## src/nrc_pkg.sv

```systemverilog
package nrc_pkg;

  // Register byte offsets on the Wishbone side.
  localparam logic [7:0] NRC_OFS_CMD     = 8'h00;
  localparam logic [7:0] NRC_OFS_ADDR    = 8'h04;
  localparam logic [7:0] NRC_OFS_WDATA   = 8'h08;
  localparam logic [7:0] NRC_OFS_RDATA   = 8'h0c;
  localparam logic [7:0] NRC_OFS_STATUS  = 8'h10;
  localparam logic [7:0] NRC_OFS_TIME_LO = 8'h14;
  localparam logic [7:0] NRC_OFS_TIME_HI = 8'h18;

  // Command bits in the command register.
  localparam int NRC_CMD_MRD = 0;
  localparam int NRC_CMD_MWR = 1;
  localparam int NRC_CMD_CRD = 2;
  localparam int NRC_CMD_CWR = 3;

  // Status bits.
  localparam int NRC_ST_BUSY  = 0;
  localparam int NRC_ST_PFAIL = 1;
  localparam int NRC_ST_ABORT = 2;

  // Device geometry and the clock access sequence.
  localparam int          NRC_AW       = 19;
  localparam int          NRC_KEY_BITS = 64;
  localparam logic [63:0] NRC_KEY      = 64'h5ca33ac5_5ca33ac5;
  localparam logic [5:0]  NRC_LAST_BIT = 6'h3f;

  // Pin timing: strobe low time covers the slowest cycle, recovery gap after it.
  localparam int         NRC_CLK_NS   = 20;
  localparam int         NRC_PULSE_NS = 150;
  localparam int         NRC_GAP_NS   = 20;
  localparam logic [3:0] NRC_PULSE_CYC = 4'((NRC_PULSE_NS + NRC_CLK_NS - 1) / NRC_CLK_NS);
  localparam logic [3:0] NRC_GAP_CYC   = 4'((NRC_GAP_NS + NRC_CLK_NS - 1) / NRC_CLK_NS);

  // Pin cycle sequencer states.
  typedef enum logic [1:0] {
    NRC_IDLE   = 2'b00,
    NRC_SETUP  = 2'b01,
    NRC_STROBE = 2'b10,
    NRC_RECOV  = 2'b11
  } nrc_state_t;

  // Kind of pin cycle under way.
  typedef enum logic [2:0] {
    NRC_JOB_MRD   = 3'b000,
    NRC_JOB_MWR   = 3'b001,
    NRC_JOB_OPEN  = 3'b010,
    NRC_JOB_KEY   = 3'b011,
    NRC_JOB_XFER  = 3'b100
  } nrc_job_t;

endpackage : nrc_pkg

```

## src/nrc_host.sv

```systemverilog
// Summary of operation
// - Address steady in write; recovery gap after.
// - Output enable high while writing.
// - Clock opened by 64 key write cycles.
// - Open key sequence with one read.
// - Transfer covers all eight registers, LSB first.
// - Clock registers handled one bit at a time on data line 0.
// - Key is C5 3A A3 5C twice, LSB first.
`timescale 1ns/100ps
`default_nettype none

module nrc_host
  import nrc_pkg::*;
(
  input  wire logic               clk_i,       // System clock, 50 MHz.
  input  wire logic               rst_i,       // Synchronous reset, active high.
  input  wire logic               wb_cyc_i,    // Wishbone cycle.
  input  wire logic               wb_stb_i,    // Wishbone strobe.
  input  wire logic               wb_we_i,     // Wishbone write enable.
  input  wire logic [7:0]         wb_adr_i,    // Wishbone byte address.
  input  wire logic [3:0]         wb_sel_i,    // Wishbone byte selects.
  input  wire logic [31:0]        wb_dat_i,    // Wishbone write data.
  output logic      [31:0]        wb_dat_o,    // Wishbone read data.
  output logic                    wb_ack_o,    // Wishbone acknowledge.
  input  wire logic               pwr_fail_i,  // Device supply out of tolerance.
  output logic                    ce_n_o,      // Chip enable, active low.
  output logic                    oe_n_o,      // Output enable, active low.
  output logic                    we_n_o,      // Write strobe, active low.
  output logic      [NRC_AW-1:0]  addr_o,      // Address lines; top line doubles as abort.
  input  wire logic [7:0]         dq_i,        // Byte data lines, input side.
  output logic      [7:0]         dq_o,        // Byte data lines, output side.
  output logic                    dq_oe_o      // Byte data lines drive enable.
);

  ////////////////////////////////////////////////////////////////////////////
  // Helpers.

  // Merges a bus write into a register honouring the byte selects.
  function automatic logic [31:0] wb_merge(input logic [31:0] old_v, input logic [31:0] new_v,
                                           input logic [3:0] sel);
    logic [31:0] res;
    res = old_v;
    for (int i = 0; i < 4; i++) begin
      if (sel[i]) begin
        res[8*i+:8] = new_v[8*i+:8];
      end
    end
    return res;
  endfunction : wb_merge

  // Tells whether a job drives the data lines with a write strobe.
  function automatic logic job_writes(input nrc_job_t job, input logic dir);
    return (job == NRC_JOB_MWR) || (job == NRC_JOB_KEY) || ((job == NRC_JOB_XFER) && dir);
  endfunction : job_writes

  ////////////////////////////////////////////////////////////////////////////
  // Registers.

  nrc_state_t        state_q, state_d;
  nrc_job_t          job_q, job_d;
  logic [5:0]        seq_q, seq_d;
  logic [3:0]        tmr_q, tmr_d;
  logic              dir_q;
  logic              abort_q;
  logic [NRC_AW-1:0] addr_reg_q;
  logic [7:0]        wdata_q, rdata_q;
  logic [63:0]       tbuf_q;
  logic              ack_q;
  logic [31:0]       dat_q;

  ////////////////////////////////////////////////////////////////////////////
  // Wishbone slave decode.

  // A request is latched when first seen and committed at the edge that samples ack.
  wire        acc      = wb_cyc_i && wb_stb_i && !ack_q;
  wire        commit   = wb_cyc_i && wb_stb_i && ack_q && wb_we_i;
  wire        idle     = (state_q == NRC_IDLE);
  wire        hit_cmd  = commit && (wb_adr_i == NRC_OFS_CMD);
  wire        cfg_wr   = commit && idle;
  wire [3:0]  cmd      = wb_dat_i[3:0] & {4{wb_sel_i[0]}};
  wire        start    = hit_cmd && idle && !pwr_fail_i && (cmd != 4'h0);
  wire [31:0] status   = {29'h0, abort_q, pwr_fail_i, !idle};
  wire        strobe_end = (state_q == NRC_STROBE) && (tmr_q == 4'h0);
  wire        reading  = !job_writes(job_q, dir_q);
  wire [31:0] rd_mux   = (wb_adr_i == NRC_OFS_CMD)     ? 32'h0 :
                         (wb_adr_i == NRC_OFS_ADDR)    ? {13'h0, addr_reg_q} :
                         (wb_adr_i == NRC_OFS_WDATA)   ? {24'h0, wdata_q} :
                         (wb_adr_i == NRC_OFS_RDATA)   ? {24'h0, rdata_q} :
                         (wb_adr_i == NRC_OFS_STATUS)  ? status :
                         (wb_adr_i == NRC_OFS_TIME_LO) ? tbuf_q[31:0] :
                         (wb_adr_i == NRC_OFS_TIME_HI) ? tbuf_q[63:32] : 32'h0;

  // Byte-lane merges of the narrow configuration registers, cut back to width where they are stored.
  wire [31:0] adr_merged = wb_merge({13'h0, addr_reg_q}, wb_dat_i, wb_sel_i);
  wire [31:0] wd_merged  = wb_merge({24'h0, wdata_q}, wb_dat_i, wb_sel_i);

  // Bus answer one cycle after the request; unmapped reads return zero.
  always_ff @(posedge clk_i) begin
    if (rst_i) begin
      ack_q <= 1'b0;
      dat_q <= 32'h0;
    end else begin
      ack_q <= acc;
      dat_q <= acc ? rd_mux : dat_q;
    end
  end

  // Configuration registers; writes are ignored while a pin sequence runs.
  always_ff @(posedge clk_i) begin
    if (rst_i) begin
      addr_reg_q <= '0;
      wdata_q    <= 8'h0;
    end else if (cfg_wr) begin
      if (wb_adr_i == NRC_OFS_ADDR) addr_reg_q <= adr_merged[NRC_AW-1:0];
      if (wb_adr_i == NRC_OFS_WDATA) wdata_q <= wd_merged[7:0];
    end
  end

  // Clock image: byte lanes from software, single bits from the transfer.
  always_ff @(posedge clk_i) begin
    if (rst_i) begin
      tbuf_q <= 64'h0;
    end else if (cfg_wr && (wb_adr_i == NRC_OFS_TIME_LO)) begin
      tbuf_q[31:0] <= wb_merge(tbuf_q[31:0], wb_dat_i, wb_sel_i);
    end else if (cfg_wr && (wb_adr_i == NRC_OFS_TIME_HI)) begin
      tbuf_q[63:32] <= wb_merge(tbuf_q[63:32], wb_dat_i, wb_sel_i);
    end else if (strobe_end && (job_q == NRC_JOB_XFER) && reading) begin
      tbuf_q[seq_q] <= dq_i[0];
    end
  end

  // Memory read data and the abort flag; a new command clears the flag.
  always_ff @(posedge clk_i) begin
    if (rst_i) begin
      rdata_q <= 8'h0;
      abort_q <= 1'b0;
      dir_q   <= 1'b0;
    end else begin
      if (strobe_end && (job_q == NRC_JOB_MRD)) rdata_q <= dq_i;
      if ((state_q == NRC_RECOV) && pwr_fail_i) abort_q <= 1'b1;
      else if (start) abort_q <= 1'b0;
      if (start) dir_q <= cmd[NRC_CMD_CWR] && !cmd[NRC_CMD_CRD];
    end
  end

  ////////////////////////////////////////////////////////////////////////////
  // Pin cycle sequencer.

  // Memory commands run one cycle; clock commands run open, 64 key, 64 transfer.
  always_comb begin
    state_d = state_q;
    job_d   = job_q;
    seq_d   = seq_q;
    tmr_d   = tmr_q;
    case (state_q)
      NRC_IDLE: begin
        if (start) begin
          state_d = NRC_SETUP;
          seq_d   = 6'h0;
          job_d   = cmd[NRC_CMD_MRD] ? NRC_JOB_MRD : cmd[NRC_CMD_MWR] ? NRC_JOB_MWR : NRC_JOB_OPEN;
        end
      end
      NRC_SETUP: begin
        state_d = NRC_STROBE;
        tmr_d   = NRC_PULSE_CYC - 4'h1;
      end
      NRC_STROBE: begin
        if (tmr_q == 4'h0) begin
          state_d = NRC_RECOV;
          tmr_d   = NRC_GAP_CYC - 4'h1;
        end else begin
          tmr_d = tmr_q - 4'h1;
        end
      end
      NRC_RECOV: begin
        if (tmr_q != 4'h0) begin
          tmr_d = tmr_q - 4'h1;
        end else if (pwr_fail_i) begin
          state_d = NRC_IDLE;
        end else begin
          state_d = NRC_SETUP;
          case (job_q)
            NRC_JOB_OPEN: job_d = NRC_JOB_KEY;
            NRC_JOB_KEY: begin
              seq_d = seq_q + 6'h1;
              if (seq_q == NRC_LAST_BIT) job_d = NRC_JOB_XFER;
            end
            NRC_JOB_XFER: begin
              seq_d = seq_q + 6'h1;
              if (seq_q == NRC_LAST_BIT) state_d = NRC_IDLE;
            end
            default: state_d = NRC_IDLE;
          endcase
        end
      end
      default: state_d = NRC_IDLE;
    endcase
  end

  // Next pin levels derived from the next sequencer state.
  wire       strobe_d = (state_d == NRC_STROBE);
  wire       wr_d     = job_writes(job_d, (state_q == NRC_IDLE) ? cmd[NRC_CMD_CWR] && !cmd[NRC_CMD_CRD] : dir_q);
  wire       clk_job  = (job_d == NRC_JOB_OPEN) || (job_d == NRC_JOB_KEY) || (job_d == NRC_JOB_XFER);
  wire [7:0] dq_d     = (job_d == NRC_JOB_MWR) ? wdata_q :
                        (job_d == NRC_JOB_KEY) ? {7'h0, NRC_KEY[seq_d]} : {7'h0, tbuf_q[seq_d]};

  // Sequencer state and pins, all from flip-flops.
  always_ff @(posedge clk_i) begin
    if (rst_i) begin
      state_q <= NRC_IDLE;
      job_q   <= NRC_JOB_MRD;
      seq_q   <= 6'h0;
      tmr_q   <= 4'h0;
      ce_n_o  <= 1'b1;
      oe_n_o  <= 1'b1;
      we_n_o  <= 1'b1;
      dq_oe_o <= 1'b0;
      dq_o    <= 8'h0;
      addr_o  <= '0;
    end else begin
      state_q <= state_d;
      job_q   <= job_d;
      seq_q   <= seq_d;
      tmr_q   <= tmr_d;
      ce_n_o  <= !strobe_d;
      we_n_o  <= !(strobe_d && wr_d);
      oe_n_o  <= !(strobe_d && !wr_d);
      dq_oe_o <= strobe_d && wr_d;
      dq_o    <= dq_d;
      // Clock sequences hold the top line high so the abort input never fires.
      addr_o  <= clk_job ? {1'b1, addr_reg_q[NRC_AW-2:0]} : addr_reg_q;
    end
  end

  assign wb_ack_o = ack_q;
  assign wb_dat_o = dat_q;
endmodule : nrc_host

`default_nettype wire

```

## config.mk

```make
export PLATFORM = sky130hd
export DESIGN_NAME = nrc_host
export DESIGN_NICKNAME = d
export VERILOG_FILES = /design/src/nrc_pkg.sv /design/src/nrc_host.sv
export SDC_FILE = /design/constraint.sdc
export NUM_CORES = 1
export LEC_CHECK = 0
export ABC_AREA = 1
export BUFFER_PORTS_ARGS = -buffer_cell sky130_fd_sc_hd__buf_2
export CAP_MARGIN = 40
export CORE_AREA = 2 2 146 148
export CTS_CLUSTER_SIZE = 30
export DETAILED_ROUTE_END_ITERATION = 10
export DIE_AREA = 0 0 148 150
export MAX_ROUTING_LAYER = met4
export PLACE_DENSITY_LB_ADDON = 0.05
export SLEW_MARGIN = 5
export SYNTH_ARGS = -nofsm -noshare
export SYNTH_HDL_FRONTEND = slang
export SYNTH_SLANG_ARGS = --single-unit
```

## constraint.sdc

```tcl
create_clock -name clk_i -period 4.98 [get_ports clk_i]
set_input_delay 0.249 -clock clk_i [delete_from_list [all_inputs] [get_ports clk_i]]
set_output_delay 0.249 -clock clk_i [all_outputs]
set_load 0.01 [all_outputs]
```

Word level (Yosys, flattened, before mapping)
Memory sizes are Yosys's and may differ from the RTL's.
Index checks and enable logic that the tools add are counted.
{ "classes": {"add_sub_neg": 2, "n_bitwise": 2, "n_lt_le_gt_ge": 3, "reduce_logical": 62, "n_mux": 50, "n_eq_ne": 29} }
{ "ops": {"columns": ["op", "n"], "rows": [
  ["$mux W32", 10],
  ["$bwmux W64", 1],
  ["$mux W64", 1],
  ["$mux W8", 5],
  ["$reduce_and A3 Y1", 12],
  ["$eq A8 B5 Y1 const B", 3],
  ["$mux W6", 4],
  ["$logic_and A1 B1 Y1", 22],
  ["$mux W19", 1],
  ["$ne A2 B2 Y1 const B", 9],
  ["$eq A8 B4 Y1 const B", 2],
  ["$lt A6 B7 Y1 const B", 2],
  ["$eq A3 B2 Y1 const B", 4],
  ["$mux W3", 4],
  ["$pmux W3 S2", 2],
  ["$pmux W4 S3", 1],
  ["$pmux W6 S2", 1],
  ["$mux W2", 5],
  ["$logic_not A1 Y1", 9],
  ["$mux W1", 9],
  ["$eq A8 B3 Y1 const B", 1],
  ["$logic_not A8 Y1", 1],
  ["$mux W4", 2],
  ["$pmux W2 S4", 1],
  ["23 further kinds", 36]
]} }
{ "word_totals": {"register_bits": 180, "inputBits": 58, "output_inout_bits": 64, "memories": 1, "mem_bits_ro": 64} }
{ "memory_table": {"columns": ["name", "words", "word_bits", "read_ports", "rd_clocked_by_memory_dff", "write_ports", "line", "text"], "rows": [
  ["(no name shown)", 64, 1, 1, 0, 0, "nrc_host.sv:205", "(job_d == NRC_JOB_KEY) ? {7'h0, NRC_KEY[seq_d]} : {7'h0, tbuf_q[seq_d]};"]
]} }

Logic depth before layout (Yosys ltp)
{ "logic_depth": {"word_depth": 15, "ltp_mapped": 20, "ltp_nobuf": 19} }

Worst setup path before layout
OpenSTA, ideal clock, no wires.
{ "synth_path": {"path_kind": "flip-flop to flip-flop", "from": "reg state_q[0]", "to": "reg dq_o[0]", "stages_incl_launch_ff": 14, "synth_period_minus_slack_ps": 2263, "path_slack_ps": 2717, "n_path_buf": 1, "setup_ps": 66, "arrival_time_ps": 2197, "cell_sequence": "dfxtp_1 -> inv_1 -> ha_1 -> inv_2 -> nand2_1 -> o21ai_4 -> nand2_4 -> buf_4 -> o21ai_1 -> o22ai_1 -> or2_1 -> nand4_1 -> nand2_1 -> a21oi_2"} }
{ "synth_via": {"elab_chain_cells": 10} }
{ "synth_rtl": {"columns": ["item", "line", "text"], "rows": [
  ["from (decl)", "nrc_host.sv:59", "nrc_state_t state_q, state_d;"],
  ["from (signal assigned)", "nrc_host.sv:221", "state_q <= state_d;"],
  ["$logic_not A2 Y1", "nrc_host.sv:77, nrc_host.sv:155", null],
  ["$logic_and A1 B1 Y1 (3 in a row)", "nrc_host.sv:81", "wire start = hit_cmd && idle && !pwr_fail_i && (cmd != 4'h0);"],
  ["$mux W6", "nrc_host.sv:157", "if (start) begin"],
  ["$pmux W6 S2", "nrc_host.sv:155", "case (state_q)"],
  ["$mem_v2 Z64 W1 / $bmux W1 S6 (equally long branches)", null, null],
  ["$mux W1 (implied by the code)", "nrc_host.sv:205", null],
  ["$mux W1", "nrc_host.sv:205", null],
  ["$mux W8 (*)", "nrc_host.sv:204", "wire [7:0] dq_d = (job_d == NRC_JOB_MWR) ? wdata_q :"],
  ["to (signal assigned)", "nrc_host.sv:229", "dq_o <= dq_d;"],
  ["to (decl)", "nrc_host.sv:31", "output logic [7:0] dq_o,"]
]} }
Mark *: on every way between the ends. The rest lies on a longest branch, timed or not. The select of a mux whose other input is x is not followed.
A chain may end at the register's enable or synchronous reset.

Worst setup path in the final report
{ "layout_path": {"from": "reg state_q[0]", "to": "reg tbuf_q[2]"} }
{ "layout_via": {"elab_chain_cells": 6} }
{ "layout_rtl": {"columns": ["item", "line", "text"], "rows": [
  ["$eq A2 B2 Y1", "nrc_host.sv:83", "wire strobe_end = (state_q == NRC_STROBE) && (tmr_q == 4'h0);"],
  ["$logic_and A1 B1 Y1", "nrc_host.sv:83", null],
  ["$logic_and A1 B1 Y1 (2 in a row)", "nrc_host.sv:127", "end else if (strobe_end && (job_q == NRC_JOB_XFER) && reading) begin"],
  ["$reduce_bool A2 Y1 (no line)", null, null],
  ["$reduce_and A3 Y1 (no line)", null, null],
  ["to (signal assigned)", "nrc_host.sv:124", "tbuf_q[31:0] <= wb_merge(tbuf_q[31:0], wb_dat_i, wb_sel_i);"],
  ["to (signal, indexed assignment)", "nrc_host.sv:128", "tbuf_q[seq_q] <= dq_i[0];"],
  ["to (decl)", "nrc_host.sv:67", "logic [63:0] tbuf_q;"]
]} }
Several ways; a longest one is shown, not always the timed one.

==> flow_results.xml <==
<?xml version="1.0" encoding="UTF-8"?>
<metrics>
  <group name="timing">
    <metric name="max-slew-margin-rel" unit="">0.3805</metric>
    <metric name="timing_worst_slew_pin_value" unit="ps">925.8</metric>
    <metric name="max_freq" unit="MHz">291.3</metric>
    <metric name="fin_clk_skew" unit="ps">13.91</metric>
    <metric name="post_route_clock_period_utilization" unit="">0.6894</metric>
    <metric name="hold_viol_final" unit="">0</metric>
    <metric name="min_period" unit="ps">3433</metric>
    <metric name="slew_violations" unit="">0</metric>
    <metric name="timing.final.setup_violations" unit="">0</metric>
    <metric name="final_critical_path_setup_slack" unit="ps">1547</metric>
    <metric name="setup_tns" unit="ps">0</metric>
    <metric name="fin_worst_hold_slack" unit="ps">32.34</metric>
    <metric name="rsz_0062_raised_after_global_routing" unit="">false</metric>
  </group>
  <group name="detailed_routing">
    <metric name="dr_total_vias" unit="">10310</metric>
    <metric name="first_iter_violations" unit="">962</metric>
    <metric name="detail_route.vias_per_cell" unit="">5.604</metric>
    <metric name="avgRoutedWirePerCell" unit="um">17.79</metric>
    <metric name="drtPass1Iterations" unit="">5</metric>
    <metric name="ant_nets" unit="">0</metric>
    <metric name="drt_drc_violations_left" unit="">0</metric>
    <metric name="route.final.wire_length" unit="mm">32.73</metric>
  </group>
  <group name="floorplan">
    <metric name="initial_core_utilization" unit="">0.4744</metric>
    <metric name="io_pins" unit="">122</metric>
    <metric name="die_height" unit="um">150</metric>
    <metric name="rows" unit="">53</metric>
    <metric name="core_area" unit="um2">20690</metric>
    <metric name="die_width" unit="um">148</metric>
    <metric name="die-area" unit="um2">22200</metric>
  </group>
  <group name="synth">
    <metric name="ys_ff_latch" unit="">180</metric>
    <metric name="synth_fa_ha_area_frac" unit="">0.008924</metric>
    <metric name="syn-cell-area" unit="um2">9814</metric>
    <metric name="synth.net_count" unit="">1535</metric>
    <metric name="number_of_enable_flip_flop_cells_after_synthesis" unit="">0</metric>
    <metric name="synth_sequential_area_ratio" unit="">0.3672</metric>
    <metric name="share_of_synthesized_area_spent_on_multiplexers" unit="">0</metric>
    <metric name="yosys-top-cells-area" unit="">dfxtp_1 (37%), nand2_1 (15%), o21ai_0 (7.3%)</metric>
    <metric name="combinational_family_with_the_most_area_after_synthesis" unit="">simple AND/OR/NAND/NOR gates</metric>
    <metric name="syn-mean-instance-area" unit="um2">6.676</metric>
    <metric name="post-synth-top-area-cell" unit="">dfxtp_1</metric>
    <metric name="yosys_warnings" unit="">0</metric>
    <metric name="yosysUniqueCellTypes" unit="">48</metric>
    <metric name="yosys.area.top_type_share" unit="">0.3672</metric>
    <metric name="yosys.area_share.xor_xnor" unit="">0.0008924</metric>
    <metric name="synth-simple-area-share" unit="">0.2835</metric>
    <metric name="instance_count_of_the_mapped_netlist" unit="">1470</metric>
    <metric name="ys_async_sr_fraction" unit="">0</metric>
    <metric name="ys.flop_type" unit="">dfxtp_1</metric>
    <metric name="synth-compound-area-share" unit="">0.2342</metric>
  </group>
  <group name="min_path">
    <metric name="worstHoldStart" unit="">dq_i[1]</metric>
    <metric name="holdCritPathClass" unit="">input port to flop</metric>
  </group>
  <group name="global_route">
    <metric name="grt_start_max_net_pins" unit="">57</metric>
    <metric name="grt_pass1_vias" unit="">9526</metric>
    <metric name="globalRouteOverflowTotal" unit="">0</metric>
    <metric name="antenna_found_initial" unit="">0</metric>
    <metric name="grt_pass1_wl" unit="mm">52.13</metric>
    <metric name="global_route.usage.total" unit="">0.3072</metric>
  </group>
  <group name="worst_setup_path">
    <metric name="rr_startpoint" unit="">state_q[0]</metric>
    <metric name="critical_path.max_fanout" unit="">33</metric>
    <metric name="cp_data_required_time" unit="ps">5360</metric>
    <metric name="arrival" unit="ps">3810</metric>
    <metric name="startpoint_type" unit="">flop</metric>
    <metric name="setup.worst_path.end_class" unit="">flop</metric>
    <metric name="worst-setup-path-type" unit="">flop to flop</metric>
    <metric name="worst_setup_path_startpoint" unit="">state_q[0]</metric>
  </group>
  <group name="finish">
    <metric name="insertedDiodeCount" unit="">0</metric>
    <metric name="filler_cell_count" unit="">2152</metric>
    <metric name="final_cell_mix" unit="">nand2_1 (399), dfxtp_1 (180), inv_1 (161)</metric>
    <metric name="final_common_cell" unit="">nand2_1</metric>
    <metric name="final_design_area_no_fill" unit="um2">11250</metric>
    <metric name="area_growth_synth_to_finish" unit="%">14.64</metric>
    <metric name="nets" unit="">1617</metric>
    <metric name="layout_cell_share_with_drive_strength_beyond_1" unit="">0.1527</metric>
  </group>
  <group name="placement">
    <metric name="pre_cts_ws" unit="ps">1602</metric>
    <metric name="gp_congestion" unit="">0.9082</metric>
    <metric name="placement.cell_area" unit="um2">10640</metric>
    <metric name="post-dp-hpwl" unit="mm">23.07</metric>
    <metric name="buffer_ports.inserted" unit="">121</metric>
  </group>
  <group name="clock_network">
    <metric name="cts-resized-gates" unit="">0</metric>
    <metric name="worst_skew_pair.late_latency" unit="ps">450</metric>
    <metric name="postCtsHoldBufs" unit="">0</metric>
    <metric name="path_clk_slew" unit="ps">70</metric>
    <metric name="cts_num_sinks" unit="">180</metric>
    <metric name="tritoncts_buffer_count" unit="">17</metric>
    <metric name="post-cts-setup-buffer-count" unit="">0</metric>
    <metric name="max-clock-path-buffers" unit="">2</metric>
    <metric name="htree_num_levels" unit="">4</metric>
    <metric name="cts_root_buffer" unit="">clkbuf_16</metric>
    <metric name="cts_tree" unit="">yes</metric>
  </group>
  <group name="power_and_ir_drop">
    <metric name="power_density" unit="nW/um2">306.7</metric>
    <metric name="power_switching" unit="mW">1.156</metric>
    <metric name="combPwrFrac" unit="">0.169</metric>
    <metric name="clock_power_share" unit="">0.398</metric>
    <metric name="totalPowerFinal" unit="mW">3.450</metric>
    <metric name="sw_frac_of_total" unit="">0.3350</metric>
    <metric name="irDropWorstVdd" unit="uV">245.0</metric>
    <metric name="seqPwrFrac" unit="">0.433</metric>
    <metric name="power.internal" unit="mW">2.294</metric>
    <metric name="leakage" unit="nW">4.815</metric>
  </group>
  <group name="run">
    <metric name="maxCapViolations" unit="">0</metric>
  </group>
  <group name="status">
    <metric name="run_status" unit="">complete, no violations</metric>
  </group>
</metrics>
synthesized netlist by cell type (3+ instances only):
library cell / number
nor3_1: 19
dfxtp_1: 180
clkbuf_1: 58
a21oi_1: 93
inv_2: 9
nor2_1: 99
nand2_1: 399
inv_1: 161
and3_1: 7
o21ai_1: 10
nor2_4: 5
nand2_2: 6
buf_1: 3
buf_4: 4
a211oi_2: 3
ha_1: 7
o31ai_1: 13
nor2_2: 5
a311oi_1: 5
o21ai_0: 143
nand3_1: 54
o211ai_1: 19
nand2_4: 4
nand4_1: 33
o221ai_1: 12
a211oi_1: 6
buf_2: 22
a221oi_1: 31
nand3_2: 3
a21oi_2: 7
a31oi_1: 28
state kept, by name (all words and copies together), names as in the netlist, 2 cells and up:
name / cells
dq_o: 8
state_q: 2
addr_reg_q: 19
tbuf_q: 64
addr_o: 19
wb_dat_o: 32
wdata_q: 8
job_q: 3
seq_q: 6
rdata_q: 8
tmr_q: 4
critical path, cell delays in order (launching register included):
cell     delay [ps]
dfxtp_1         360
inv_1            90
ha_1            330
nand3_1         180
nor2_1           80
inv_2           200
nor2_4           50
buf_4           240
inv_2           450
nand3_1         560
o31ai_1         500
o21ai_0         130
a31oi_1         160
power by group through the flow:
stage / sequential [mW] / clock [mW] / combinational (mW)
3_5_place_dp: 1.53 / 0 / 0.573
4_1_cts: 1.49 / 1.40 / 0.576
3_3_place_gp: 1.53 / 0 / 0.565
5_1_grt: 1.50 / 1.45 / 0.641
6_report: 1.49 / 1.37 / 0.585
2_1_floorplan: 1.51 / 0 / 0.388
metrics by stage:
| stage | cells | utilization |
|---|---|---|
| after floorplan | 1470 | - |
| after global placement | 1798 | 0.5104 |
| after detailed placement | 1808 | 0.5144 |
| after CTS | 1840 | 0.5438 |
| after global routing | 1840 | 0.5438 |
| final | 1840 | 0.5438 |
layer usage:
metal | part of all wire | routed length, um | GRT usage
met4 | 0.027 | 877 | 0.1157
met2 | 0.44 | 14540 | 0.4745
met5 | 0 | 0 | -
met1 | 0.45 | 14880 | 0.4098
met3 | 0.074 | 2438 | 0.04299
layout make-up:
type                    instances  area, um2  share of cell area
repair buffers                152      848.3             0.07540
clock inverters                15      182.7             0.01624
inverters                     171      641.9             0.05705
clock buffers                  17      425.4             0.03781
well taps                     275      344.1             0.03058
multi-input cells            1030       5205              0.4626
flip-flops and latches        180       3603              0.3203
logic make-up (layout without fill, tap and decap cells):
logic type | count (synthesis) | count (layout)
AO/OA/AOI/OAI | 379 | 379
buffers and inverters | 260 | 355
flip-flops | 180 | 180
XOR/XNOR | 1 | 1
adder cells (fa/ha/maj) | 7 | 7
AND/OR/NAND/NOR | 643 | 643
worst paths after layout:
kind | endpoint | slack [ps] | depth (start not counted)
min | rdata_q[1] | 30 | 3
min reg2reg | addr_o[4] | 440 | 2
max reg2reg | tbuf_q[2] | 1550 | 12
max | tbuf_q[2] | 1550 | 12
No activity file was read; power rests on OpenSTA's default activity.
